[config.mk]
export PLATFORM = sky130hd
export DESIGN_NAME = ledwp_top
export DESIGN_NICKNAME = d
export VERILOG_FILES = /design/src/rtl/ledwp_pkg.sv /design/src/rtl/ledwp_ram.sv /design/src/rtl/ledwp_top.sv
export SDC_FILE = /design/constraint.sdc
export NUM_CORES = 1
export LEC_CHECK = 0
export CAP_MARGIN = 25
export CORE_ASPECT_RATIO = 1.4
export CORE_MARGIN = 1
export CORE_UTILIZATION = 45
export CTS_BUF_LIST = sky130_fd_sc_hd__clkbuf_8
export CTS_CLUSTER_DIAMETER = 120
export DETAILED_ROUTE_END_ITERATION = 16
export DONT_BUFFER_PORTS = 1
export SLEW_MARGIN = 20
export SYNTH_ARGS = -nofsm -noshare
export SYNTH_HDL_FRONTEND = slang
export SYNTH_SLANG_ARGS = --single-unit
export TNS_END_PERCENT = 20
[constraint.sdc]
create_clock -name clk -period 2.5 [get_ports clk]
set_input_delay 0.25 -clock clk [delete_from_list [all_inputs] [get_ports clk]]
set_output_delay 0.25 -clock clk [all_outputs]
set_load 0.02 [all_outputs]
[src/rtl/ledwp_pkg.sv]
// shared constants for the led display write port
package ledwp_pkg;
   // sizes
   localparam int LEDWP_DATA_W = 8;
   localparam int LEDWP_DIGITS = 8;
   localparam int LEDWP_IDX_W = 3;
   localparam int LEDWP_ADDR_W = 4;
   // control word field positions (bus line numbers)
   localparam int LEDWP_UPDATE_TYPE_BIT = 7;
   localparam int LEDWP_CODE_SEL_BIT = 6;
   localparam int LEDWP_DECODE_EN_BIT = 5;
   localparam int LEDWP_POWER_BIT = 4;
   localparam int LEDWP_BANK_SEL_BIT = 3;
   localparam int LEDWP_ADDR_MSB = 2;
   localparam int LEDWP_ADDR_LSB = 0;
   // display data: most significant line is the decimal point
   localparam int LEDWP_DP_BIT = 7;
   // control word reset value: shut down, decoded, code b, bank b
   localparam logic [7:0] LEDWP_CTRL_RESET = 8'h00;
   localparam logic [2:0] LEDWP_LAST_DIGIT = 3'h7;
   // bank select encodings as written into the memory address
   localparam logic LEDWP_BANK_A = 1'b1;
endpackage : ledwp_pkg

[src/rtl/ledwp_ram.sv]
// two-bank display memory, eight digit words per bank, registered read
`timescale 1ns/1ns
module ledwp_ram
   import ledwp_pkg::*;
(
   // clock
   input wire logic clk,
   // write side
   input wire logic wrEn,
   input wire logic [LEDWP_ADDR_W-1:0] wrAddr,
   input wire logic [LEDWP_DATA_W-1:0] wrData,
   // read side
   input wire logic [LEDWP_ADDR_W-1:0] rdAddr,
   output logic [LEDWP_DATA_W-1:0] rdData
);
   logic [LEDWP_DATA_W-1:0] mem [0:2*LEDWP_DIGITS-1];

   // no reset on the array: contents are undefined until software writes them
   always_ff @(posedge clk)
   begin
      if (wrEn)
      begin
         mem[wrAddr] <= wrData;
      end
      rdData <= mem[rdAddr];
   end
endmodule : ledwp_ram

[src/rtl/ledwp_top.sv]
// write port and control word decode of an eight digit led display driver
`timescale 1ns/1ns
module ledwp_top
   import ledwp_pkg::*;
(
   // clock and reset
   input wire logic clk,
   input wire logic rstn,
   // host pins, asynchronous to clk
   input wire logic [LEDWP_DATA_W-1:0] busLine,
   input wire logic modeSel,
   input wire logic writeStrobe,
   // scan side read of the display memory
   input wire logic [LEDWP_IDX_W-1:0] scanDigit,
   output logic [LEDWP_DATA_W-1:0] scanData,
   output logic decimalPointOut,
   // decoded control state
   output logic hexOrBcdSelect,
   output logic noDecode,
   output logic powerOn,
   output logic bankSelA,
   output logic oscHalt,
   output logic displayBlank,
   output logic seqActive,
   output logic [LEDWP_IDX_W-1:0] digitAddr
);
   // three-stage strobe synchroniser, four-stage mode and bus; stage 1 feeds only stage 2
   logic strobeS1_reg, strobeS2_reg, strobeS3_reg, strobeLvl_reg;
   logic modeS1_reg, modeS2_reg, modeS3_reg, modeS4_reg;
   logic [LEDWP_DATA_W-1:0] dataS1_reg, dataS2_reg, dataS3_reg, dataS4_reg;
   logic [LEDWP_DATA_W-1:0] ctrl_reg;
   logic seqActive_reg, seqActive_next;
   logic [LEDWP_IDX_W-1:0] seqIndex_reg, seqIndex_next;
   logic [LEDWP_IDX_W-1:0] digitAddr_reg;
   logic [LEDWP_DATA_W-1:0] scanData_reg;

   // edge and write classification
   wire strobeAgree = (strobeS2_reg == strobeS3_reg);
   wire wrPulse = strobeAgree && strobeS3_reg && !strobeLvl_reg;
   wire ctrlWrite = wrPulse && modeS4_reg;
   wire ramWrite = wrPulse && !modeS4_reg;
   wire [LEDWP_DATA_W-1:0] wrData = dataS4_reg;

   // decode of the stored control word
   wire ctrlSeq = ctrl_reg[LEDWP_UPDATE_TYPE_BIT];
   wire ctrlHex = ctrl_reg[LEDWP_CODE_SEL_BIT];
   wire ctrlNoDec = ctrl_reg[LEDWP_DECODE_EN_BIT];
   wire ctrlPower = ctrl_reg[LEDWP_POWER_BIT];
   wire ctrlBank = ctrl_reg[LEDWP_BANK_SEL_BIT];
   // no-decode mode ignores the bank bit and always uses bank a
   wire effBank = ctrlNoDec ? LEDWP_BANK_A : ctrlBank;
   wire [LEDWP_IDX_W-1:0] wrIndex = seqActive_reg ? seqIndex_reg : digitAddr_reg;
   wire [LEDWP_ADDR_W-1:0] ramWrAddr = {effBank, wrIndex};
   wire [LEDWP_ADDR_W-1:0] ramRdAddr = {effBank, scanDigit};
   wire [LEDWP_DATA_W-1:0] ramRdData;

   // synchronise strobe, mode and bus; data is one stage older than the strobe
   // so the captured byte was sampled while the strobe was still low (zero hold)
   always_ff @(posedge clk)
   begin
      strobeS1_reg <= writeStrobe;
      strobeS2_reg <= strobeS1_reg;
      strobeS3_reg <= strobeS2_reg;
      modeS1_reg <= modeSel;
      modeS2_reg <= modeS1_reg;
      modeS3_reg <= modeS2_reg;
      modeS4_reg <= modeS3_reg;
      dataS1_reg <= busLine;
      dataS2_reg <= dataS1_reg;
      dataS3_reg <= dataS2_reg;
      dataS4_reg <= dataS3_reg;
   end

   // filtered strobe level: a change counts once stages two and three agree
   always_ff @(posedge clk)
   begin
      if (!rstn)
      begin
         strobeLvl_reg <= 1'b0;
      end
      else if (strobeAgree)
      begin
         strobeLvl_reg <= strobeS3_reg;
      end
   end

   // control word register, loaded only by mode-high writes
   always_ff @(posedge clk)
   begin
      if (!rstn)
      begin
         ctrl_reg <= LEDWP_CTRL_RESET;
      end
      else if (ctrlWrite)
      begin
         ctrl_reg <= wrData;
      end
   end

   // sequential fill pointer and single digit address
   always_comb
   begin
      seqActive_next = seqActive_reg;
      seqIndex_next = seqIndex_reg;
      if (ctrlWrite)
      begin
         seqActive_next = wrData[LEDWP_UPDATE_TYPE_BIT];
         seqIndex_next = '0;
      end
      else if (ramWrite && seqActive_reg)
      begin
         seqIndex_next = seqIndex_reg + 3'h1;
         if (seqIndex_reg == LEDWP_LAST_DIGIT)
         begin
            seqActive_next = 1'b0;
         end
      end
   end

   always_ff @(posedge clk)
   begin
      if (!rstn)
      begin
         seqActive_reg <= 1'b0;
         seqIndex_reg <= '0;
         digitAddr_reg <= '0;
      end
      else
      begin
         seqActive_reg <= seqActive_next;
         seqIndex_reg <= seqIndex_next;
         if (ctrlWrite && !wrData[LEDWP_UPDATE_TYPE_BIT])
         begin
            digitAddr_reg <= wrData[LEDWP_ADDR_MSB:LEDWP_ADDR_LSB];
         end
      end
   end

   // display memory; the byte is stored whole, bit 7 being the decimal point
   ledwp_ram uRam (
      .clk(clk),
      .wrEn(ramWrite),
      .wrAddr(ramWrAddr),
      .wrData(wrData),
      .rdAddr(ramRdAddr),
      .rdData(ramRdData)
   );

   // blanked scan data while shut down, so no segment lights in low power
   always_ff @(posedge clk)
   begin
      if (!rstn)
      begin
         scanData_reg <= '0;
      end
      else
      begin
         scanData_reg <= ctrlPower ? ramRdData : '0;
      end
   end

   // outputs
   assign scanData = scanData_reg;
   assign decimalPointOut = scanData_reg[LEDWP_DP_BIT];
   assign hexOrBcdSelect = ctrlHex;
   assign noDecode = ctrlNoDec;
   assign powerOn = ctrlPower;
   assign bankSelA = effBank;
   assign oscHalt = !ctrlPower;
   assign displayBlank = !ctrlPower;
   assign seqActive = seqActive_reg;
   assign digitAddr = digitAddr_reg;
endmodule : ledwp_top
==> results of run 1 <==
report_power, final:
group          total (W)  switching (W)  internal [W]
combinational   0.000160      0.0000705     0.0000898
clock            0.00189        0.00115      0.000741
sequential       0.00355      0.0000623       0.00349
total            0.00560        0.00128       0.00432
cells in the final DEF (no fill, tap or decap), drive strengths merged:
cell type and count:
nor3 3, mux2 1, o21ba 1, nand3 7, mux2i 6, nor3b 2
nor2b 6, nand2 13, a32oi 2, nor4bb 1, and3 8, buf 15
edfxtp 128, a21boi 7, clkinv 3, o21a 1, dlygate4sd3 11, inv 16
clkbuf 17, o21ai 7, nand2b 1, ha 3, a22oi 17, nand3b 1
mux4 32, nand4b 1, a2bb2oi 1, dfxtp 67, nor2 19
per-stage QoR:
step | cells | power (W) | setup WS [ns] | setup TNS [ns]
after floorplan | 352 | 0.003731 | 0.4872 | 0
after global placement | 543 | 0.003762 | 0.3238 | 0
after detailed placement | 543 | 0.003769 | 0.1931 | 0
after CTS | 586 | 0.005661 | 0.1541 | 0
after global routing | 586 | 0.005825 | -0.05781 | -1.097
final | 586 | 0.005596 | 0.1156 | 0
logic make-up after synthesis:
| group | count (synthesis) |
|---|---|
| compound gates | 36 |
| fa+ha+maj | 3 |
| buf+inv | 17 |
| flops | 195 |
| mux | 39 |
| simple gates | 62 |
cell type report:
type	count	area (um2)	share of cell area (%)
tap	189	236.5	3.154
multi-input combinational	140	1468	19.57
timing repair buffer	26	222.7	2.970
clock inverter	15	137.6	1.835
clock buffer	17	234.0	3.120
sequential	195	5185	69.15
inverter	4	15.01	0.2002
worst max-delay path, stage by stage (launching register included):
cell                      delay (ns)
sky130_fd_sc_hd__dfxtp_1        0.36
sky130_fd_sc_hd__ha_1           0.23
sky130_fd_sc_hd__nor3b_2        0.50
sky130_fd_sc_hd__nand3_1        0.25
sky130_fd_sc_hd__nor2_1         0.66
how the worst min path moves through the flow:
stage,endpoint,depth (start not counted)
final,uRam.rdData[0],3
after global placement,dataS1_reg[5],0
after detailed placement,modeS1_reg,0
after CTS,uRam.rdData[0],3
after global routing,uRam.rdData[1],3
after floorplan,dataS1_reg[0],0
metal layers:
metal | global-route usage (%) | wire length [um]
met1 | 19.21 | 4474
met2 | 32.01 | 7053
met3 | 3.461 | 539
met4 | 7.778 | 196
met5 | 0 | 0
repair_timing:
item	4_1_cts	5_1_grt
endpoints found under the setup margin	0	24
resized for setup	0	2
hold buffers	11	0
hold endpoints to repair	30	0
==> results by stage, run 1 <==
Status:
- The flow ran to the end, and the final reports show no timing, DRC or antenna violations.

Critical path:
- The minimum setup slack among reg-to-reg paths is 0.12 ns.
- Counting cells, the worst reg-to-reg path comes to 4.
- The highest fanout seen on the critical path is 8.
- By startpoint and endpoint, the worst setup path is classified as flip-flop to flip-flop.
- In this run the worst setup path begins at strobeS3_reg.
- The critical path ends at uRam.mem[6][3].
- At the worst endpoint, the required time is 2.58 ns.
- The worst setup path is captured at a flip-flop.
- The worst path arrival time is 2.46 ns.
- The worst register-to-register path begins at strobeS3_reg.
- In this run the critical register-to-register path is captured at uRam.mem[6][3].
- The element type at the critical path start is a flip-flop.

Synthesis:
- During synthesis, Yosys emitted a total of 0 warnings.
- The fraction of the yosys area taken by sequential cells is 76.68%.
- The largest family of logic cells by synthesized area is multiplexers.
- Synthesis instantiated 33 different standard cells from the library.
- The fraction of synthesized area in multiplexers is 12.66%.
- The synthesized netlist devotes 4.589% of its cell area to simple gates.
- The share of the synthesized area in the top cell type is 56.85%.
- After synthesis, the mean cell area works out to 19.21 um2.
- Sorting the synthesized cells by how often they occur yields sky130_fd_sc_hd__edfxtp_1 (128), sky130_fd_sc_hd__dfxtp_1 (67), sky130_fd_sc_hd__nor2_1 (19).
- The number of enable-type register cells in the synthesized netlist is 128.
- After synthesis, the cell types taking the most area are sky130_fd_sc_hd__edfxtp_1 (57%), sky130_fd_sc_hd__dfxtp_1 (20%), sky130_fd_sc_hd__mux4_1 (6.6%).
- The dominant cell by count in the synthesized netlist is sky130_fd_sc_hd__edfxtp_1.
- After synthesis the netlist holds a flip-flop and latch count of 195.
- The dominant synthesized flop cell is sky130_fd_sc_hd__edfxtp_1.
- The synthesized netlist devotes 0.5551% of its cell area to adder and majority cells.
- The xor and xnor area share after synthesis is 0%.
- The net count of the mapped netlist is 370.
- After synthesis, the share of flip-flops with an asynchronous set or reset is 0%.
- Synthesis produced 352 cells.
- The largest area contributor in the netlist is sky130_fd_sc_hd__edfxtp_1.
- The synthesized-area fraction occupied by ao, oa, aoi and oai cells is 3.830%.
- The post-synthesis instance area is 6761 um2.

Route:
- The routed wire length per instance is 20.93 um.
- The detailed router finished its first iteration with 212 violations.
- In the routed layout, each cell is associated on average with a via count of 5.432.
- The count of vias placed by the detailed router is 3,183.
- In the routed design, unresolved DRC markers number 0.
- The first TritonRoute pass finished after 4 iterations.
- Once detail routing completed, the nets flagged for antenna violations numbered 0.
- The final layout contains routed wiring with a total length of 12,260 um.

Global routing:
- The number of antenna violations at the first check in global routing is 0.
- The remaining global-route overflow is 0.
- The maximum number of pins on one net before global-route repair is 33.
- The first-pass GRT wire length is 19,010 um.
- The global-route usage over all layers is 17.37%.
- The via count of the first global-routing pass is 3,310.

Timing:
- For the final database, setup skew stands at 0.01851 ns.
- The headroom to the max-slew limit is 48.59%.
- Setup violations remaining at the end of the flow were counted as 0.
- The number of failing hold endpoints at the final stage is 0.
- The final critical-path required period is 2.384 ns.
- The tightest hold margin is 0.1284 ns.
- Setup repair after global routing could not meet its margin everywhere.
- Timing would allow up to 419.4 MHz.
- The worst path uses 95.37% of the clock period.
- For the pin with the worst max-slew slack, the measured transition is 0.7683 ns.
- The number of max-slew violations in the final report came to 0.

Clocking:
- In this run the post-CTS setup repair buffer count came out at 0.
- In this run, CTS created clock tree buffers numbering 17.
- TritonCTS built the clock tree.
- Counting along the longest clock path gives a buffer depth of 2.
- Clock latency on the worst-skew pair, taken at its later pin, is 0.45 ns.
- CTS built an H-tree with a depth of 4.
- The clock-pin slew on the worst setup and hold paths is 0.11 ns.
- The clock tree root driver cell is sky130_fd_sc_hd__clkbuf_8.
- The number of sinks driven by the clock tree is 195.

Finish:
- Counting flops per register, the top entry is uRam.mem.
- The final net count is 402.
- In the final layout, the share of cells above drive strength 1 is 16.88%.
- From synthesis to final layout, the design area changed by 10.90%.
- After filler insertion, the fill cell instance count of the layout stands at 1,187.
- The number of flip-flops under the largest register name is 128.
- The final design utilization is 51.45%.
- The count of antenna diodes in the layout is 0.
- The post-layout instance area is 7498 um2.

Floorplan:
- The count of pins on the block boundary is 34.
- The die covers 15,530 um2.
- The initial utilization of the core area, before any placement, comes to 46.39%.
- The core region is 14,570 um2.
- The height of the chip is 147.0 um.
- The floorplan has 52 rows.
- In this run the horizontal extent of the chip is 105.6 um.

Placement:
- The number of port buffers is 0.
- The cell area reported after detailed placement is 7012 um2.
- The sum of net half-perimeters after detailed placement is 7959 um.
- The final RePlAce weighted congestion is 0.7995.

Min path:
- The startpoint identified for the worst hold timing path is scanDigit[1].
- The min-delay analysis places its worst path in the category primary input to flip-flop.

Power:
- The leakage power total is 2.591 nW.
- Dividing total power by cell area gives a power density of 746.3 nW/um2.
- The maximum vdd ir drop is 0.3727 mV.

Job:
- The max capacitance violation total is 0.
(Power assumes the default switching activity.)
==> inputs of run 2 (changes only) <==
BUFFER_PORTS_ARGS = -buffer_cell sky130_fd_sc_hd__buf_2   (was unset)
CORE_ASPECT_RATIO = unset   (was 1.4)
DONT_BUFFER_PORTS = unset   (was 1)
==> run 2 against run 1 <==
Net effect:
- register-to-register slack improved by 0.38 ns
- power increased by 2.4%
- worst hold slack better by 0.072 ns
- count of clock-buffer cells in the layout stayed put
- largest power group unchanged
- critical path type unchanged
- sequential power about the same
- maximum frequency up 19%
- highest routed layer unchanged
==> results by stage, run 2 (synthesis results as in run 1) <==
Status:
- The run finished with clean final reports.

Critical path:
- On the critical path, the stage with the largest delay is an instance of sky130_fd_sc_hd__dfxtp_1.
- The classification of the worst setup path is flip-flop to flip-flop.
- Traced cell by cell, the critical path runs through mux2i_1 > nand3_1 > nor2_1.
- Data on the critical path is required at its endpoint by 2.60 ns.
- The biggest cell delay along the critical path is 0.61 ns.
- The worst setup path is launched from a flip-flop.
- The cell family contributing the most delay on the critical path is simple AND/OR/NAND/NOR gates.
- The endpoint class of the critical path is a flip-flop.
- In this run the worst path has a maximum fanout of 14.
- STA puts the critical path data arrival time at 2.10 ns.
- The combined buffer and inverter count along the critical path is 0.

Clocking:
- Clock tree synthesis inserted a total of 17 buffers.
- For the worst-skew pair, the clock arrives at the later sink with an insertion delay of 0.47 ns.
- The clock passes through at most 2 buffers.
- Clock tree synthesis selected as its root buffer the cell sky130_fd_sc_hd__clkbuf_8.
- Once the clock tree was built, the setup fixing pass inserted 0 buffers.
- TritonCTS built the clock tree.
- The number of levels in the clock H-tree is 4.
- Clock-pin slew was measured on the worst setup and hold paths at 0.11 ns.
- The tree built by TritonCTS fans out to 195 sinks.

Timing:
- The number of max-slew violations in the final report came to 0.
- The final critical-path share of the clock period is 80.27%.
- The total setup violations reported at the end of the flow is 0.
- Setup total negative slack on the finished layout was measured at 0 ns.
- Clock skew on the completed layout was measured at 0.01340 ns.
- For the finished layout, the period the worst path requires is 2.007 ns.
- The headroom to the max-slew limit is 51.87%.
- The achievable frequency is 498.3 MHz.
- The number of failing hold endpoints at the final stage was 0.
- Setup repair after global routing left no endpoint under its margin.
- The measured slew at the worst slew-check pin is 0.7209 ns.

Power:
- Combinational cells account for 3.7% of the total power.
- The leakage power total is 2.778 nW.
- For this design the ratio of total power to cell area is 742.6 nW/um2.
- The internal power consumption is 0.004350 W.
- The share of total power dissipated in the clock network is 34.4%.
- The maximum vdd ir drop is 0.5945 mV.
- Sequential cells account for 61.9% of the total power.
- For this design the total switching power over the nets is 0.001381 W.
- Of the total power, the share spent switching nets is 24.10%.

Placement:
- In this run, placement finished with an instance count of 577.
- Buffers placed on the I/O ports in this run total 33.
- The wire-length estimate of the detail-placed layout is 7970 um.
- The final RePlAce weighted congestion is 0.7878.

Floorplan:
- The placement row count is 44.
- Once the floorplan was initialized, standard cells occupied 46.35% of the core.
- In this run the horizontal extent of the chip is 124.6 um.
- The area of the die is 15,520 um2.
- The core area is 14,590 um2.
- The count of pins on the block boundary is 34.
- The height of the chip is 124.6 um.

Global routing:
- The global-route usage over all layers is 17.57%.
- The number of antenna violations at the first check in global routing is 0.
- The first global-routing pass estimated 19,580 um of wire.
- The remaining global-route overflow is 0.
- The via count of the first global-routing pass is 3,427.
- Entering global routing, the biggest net connects 33 pins.

Job:
- The max capacitance violation total is 0.

Finish:
- Compared with the post-synthesis result, the final layout area differs by 14.14%.
- The ratio of cells with drive above 1 in the final layout is 23.91%.
- The register with the most flip-flops in the layout has 128 of them.
- The library cell used most frequently in the layout, excluding fill and tap cells, is sky130_fd_sc_hd__edfxtp_1.
- The register name with the most flops is uRam.mem.
- The final net count is 440.
- The count of antenna diodes in the layout is 0.
- For this run, the number of standard cells in the final layout without fillers is 619.
- In the layout the commonest cells are sky130_fd_sc_hd__edfxtp_1 (128), sky130_fd_sc_hd__dfxtp_1 (67), sky130_fd_sc_hd__buf_2 (33), sky130_fd_sc_hd__buf_4 (20), sky130_fd_sc_hd__nor2_1 (19).

Route:
- The detailed-router iteration count before antenna repair is 4.
- The first routing iteration left 270 violations.
- The detail-routed via count per cell is 5.397.
- The routed wire length per instance is 20.56 um.
- The routed wire length is 12,720 um.
- For this run, design rule violations remaining after detail routing come to 0.
- The routed layout has 3,341 vias.
- The count of nets left with antenna violations once routing finished came out at 0.

Min path:
- In this run the worst hold path is classified as primary input to flip-flop.
## run 2: cell count changes in the layout (fill, tap and decap cells not counted), moves of 2 or more
cell                     delta
sky130_fd_sc_hd__buf_2     +33
sky130_fd_sc_hd__buf_4      +5
sky130_fd_sc_hd__inv_4      -4
sky130_fd_sc_hd__inv_6      +2
sky130_fd_sc_hd__inv_8      +2
sky130_fd_sc_hd__nor2_1     +2
sky130_fd_sc_hd__nor2_2     -2
## run 2: metal layers
metal  wire, um  vias to the layer above  global-route usage, %  share of wire (%)
met5          0                        -                      0                  0
met4         97                        0                  4.961               0.76
met3        437                        8                  4.553                3.4
met2       6399                       72                  29.31                 50
met1       5790                     1721                  22.70                 46
li1           -                     1540                      -                  -
## run 2: layout make-up
type,count,area [um2]
Clock buffer,17,234.0
Clock inverter,15,155.1
Fill cell,1145,6872
Inverter,4,15.01
Multi-Input combinational cell,140,1463
Sequential cell,195,5185
Tap cell,184,230.2
Timing Repair Buffer,64,435.4
## run 2: metrics by stage
stage	setup slack, ns	utilization, %	area [um2]	total power [W]	hold WS, ns
2_1_floorplan	0.4872	-	6761	0.003731	0.2777
3_3_place_gp	0.6513	49.55	7228	0.003816	0.3098
3_5_place_dp	0.5581	49.55	7228	0.003824	0.3121
4_1_cts	0.5003	52.90	7717	0.005786	0.1706
5_1_grt	0.3398	52.90	7717	0.005943	0.1829
6_report	0.4932	52.90	7717	0.005731	0.2008
## run 2: worst paths after layout
check,start,endpoint,slack [ns],cells after the start
max,seqActive,uRam.mem[9][7],0.49,3
min,rstn,seqActive,0.20,2
max reg2reg,seqActive,uRam.mem[9][7],0.49,3
min reg2reg,dataS2_reg[0],dataS3_reg[0],0.33,0
## run 2: what timing repair did
action	4_1_cts	5_1_grt
hold buffers	10	0
hold endpoints to repair	10	0
resized for setup	0	0
## run 2: power groups by stage
stage | registers, W | logic [W] | clock network [W]
floorplan | 0.00360 | 0.000136 | 0
global placement | 0.00362 | 0.000200 | 0
detailed placement | 0.00362 | 0.000202 | 0
CTS | 0.00355 | 0.000214 | 0.00202
global route | 0.00356 | 0.000229 | 0.00216
finish | 0.00354 | 0.000214 | 0.00197
## run 2: worst register-to-register path: stages (launching register included)
cell                      delay [ns]
sky130_fd_sc_hd__dfxtp_1        0.61
sky130_fd_sc_hd__mux2i_1        0.34
sky130_fd_sc_hd__nand3_1        0.16
sky130_fd_sc_hd__nor2_1         0.54
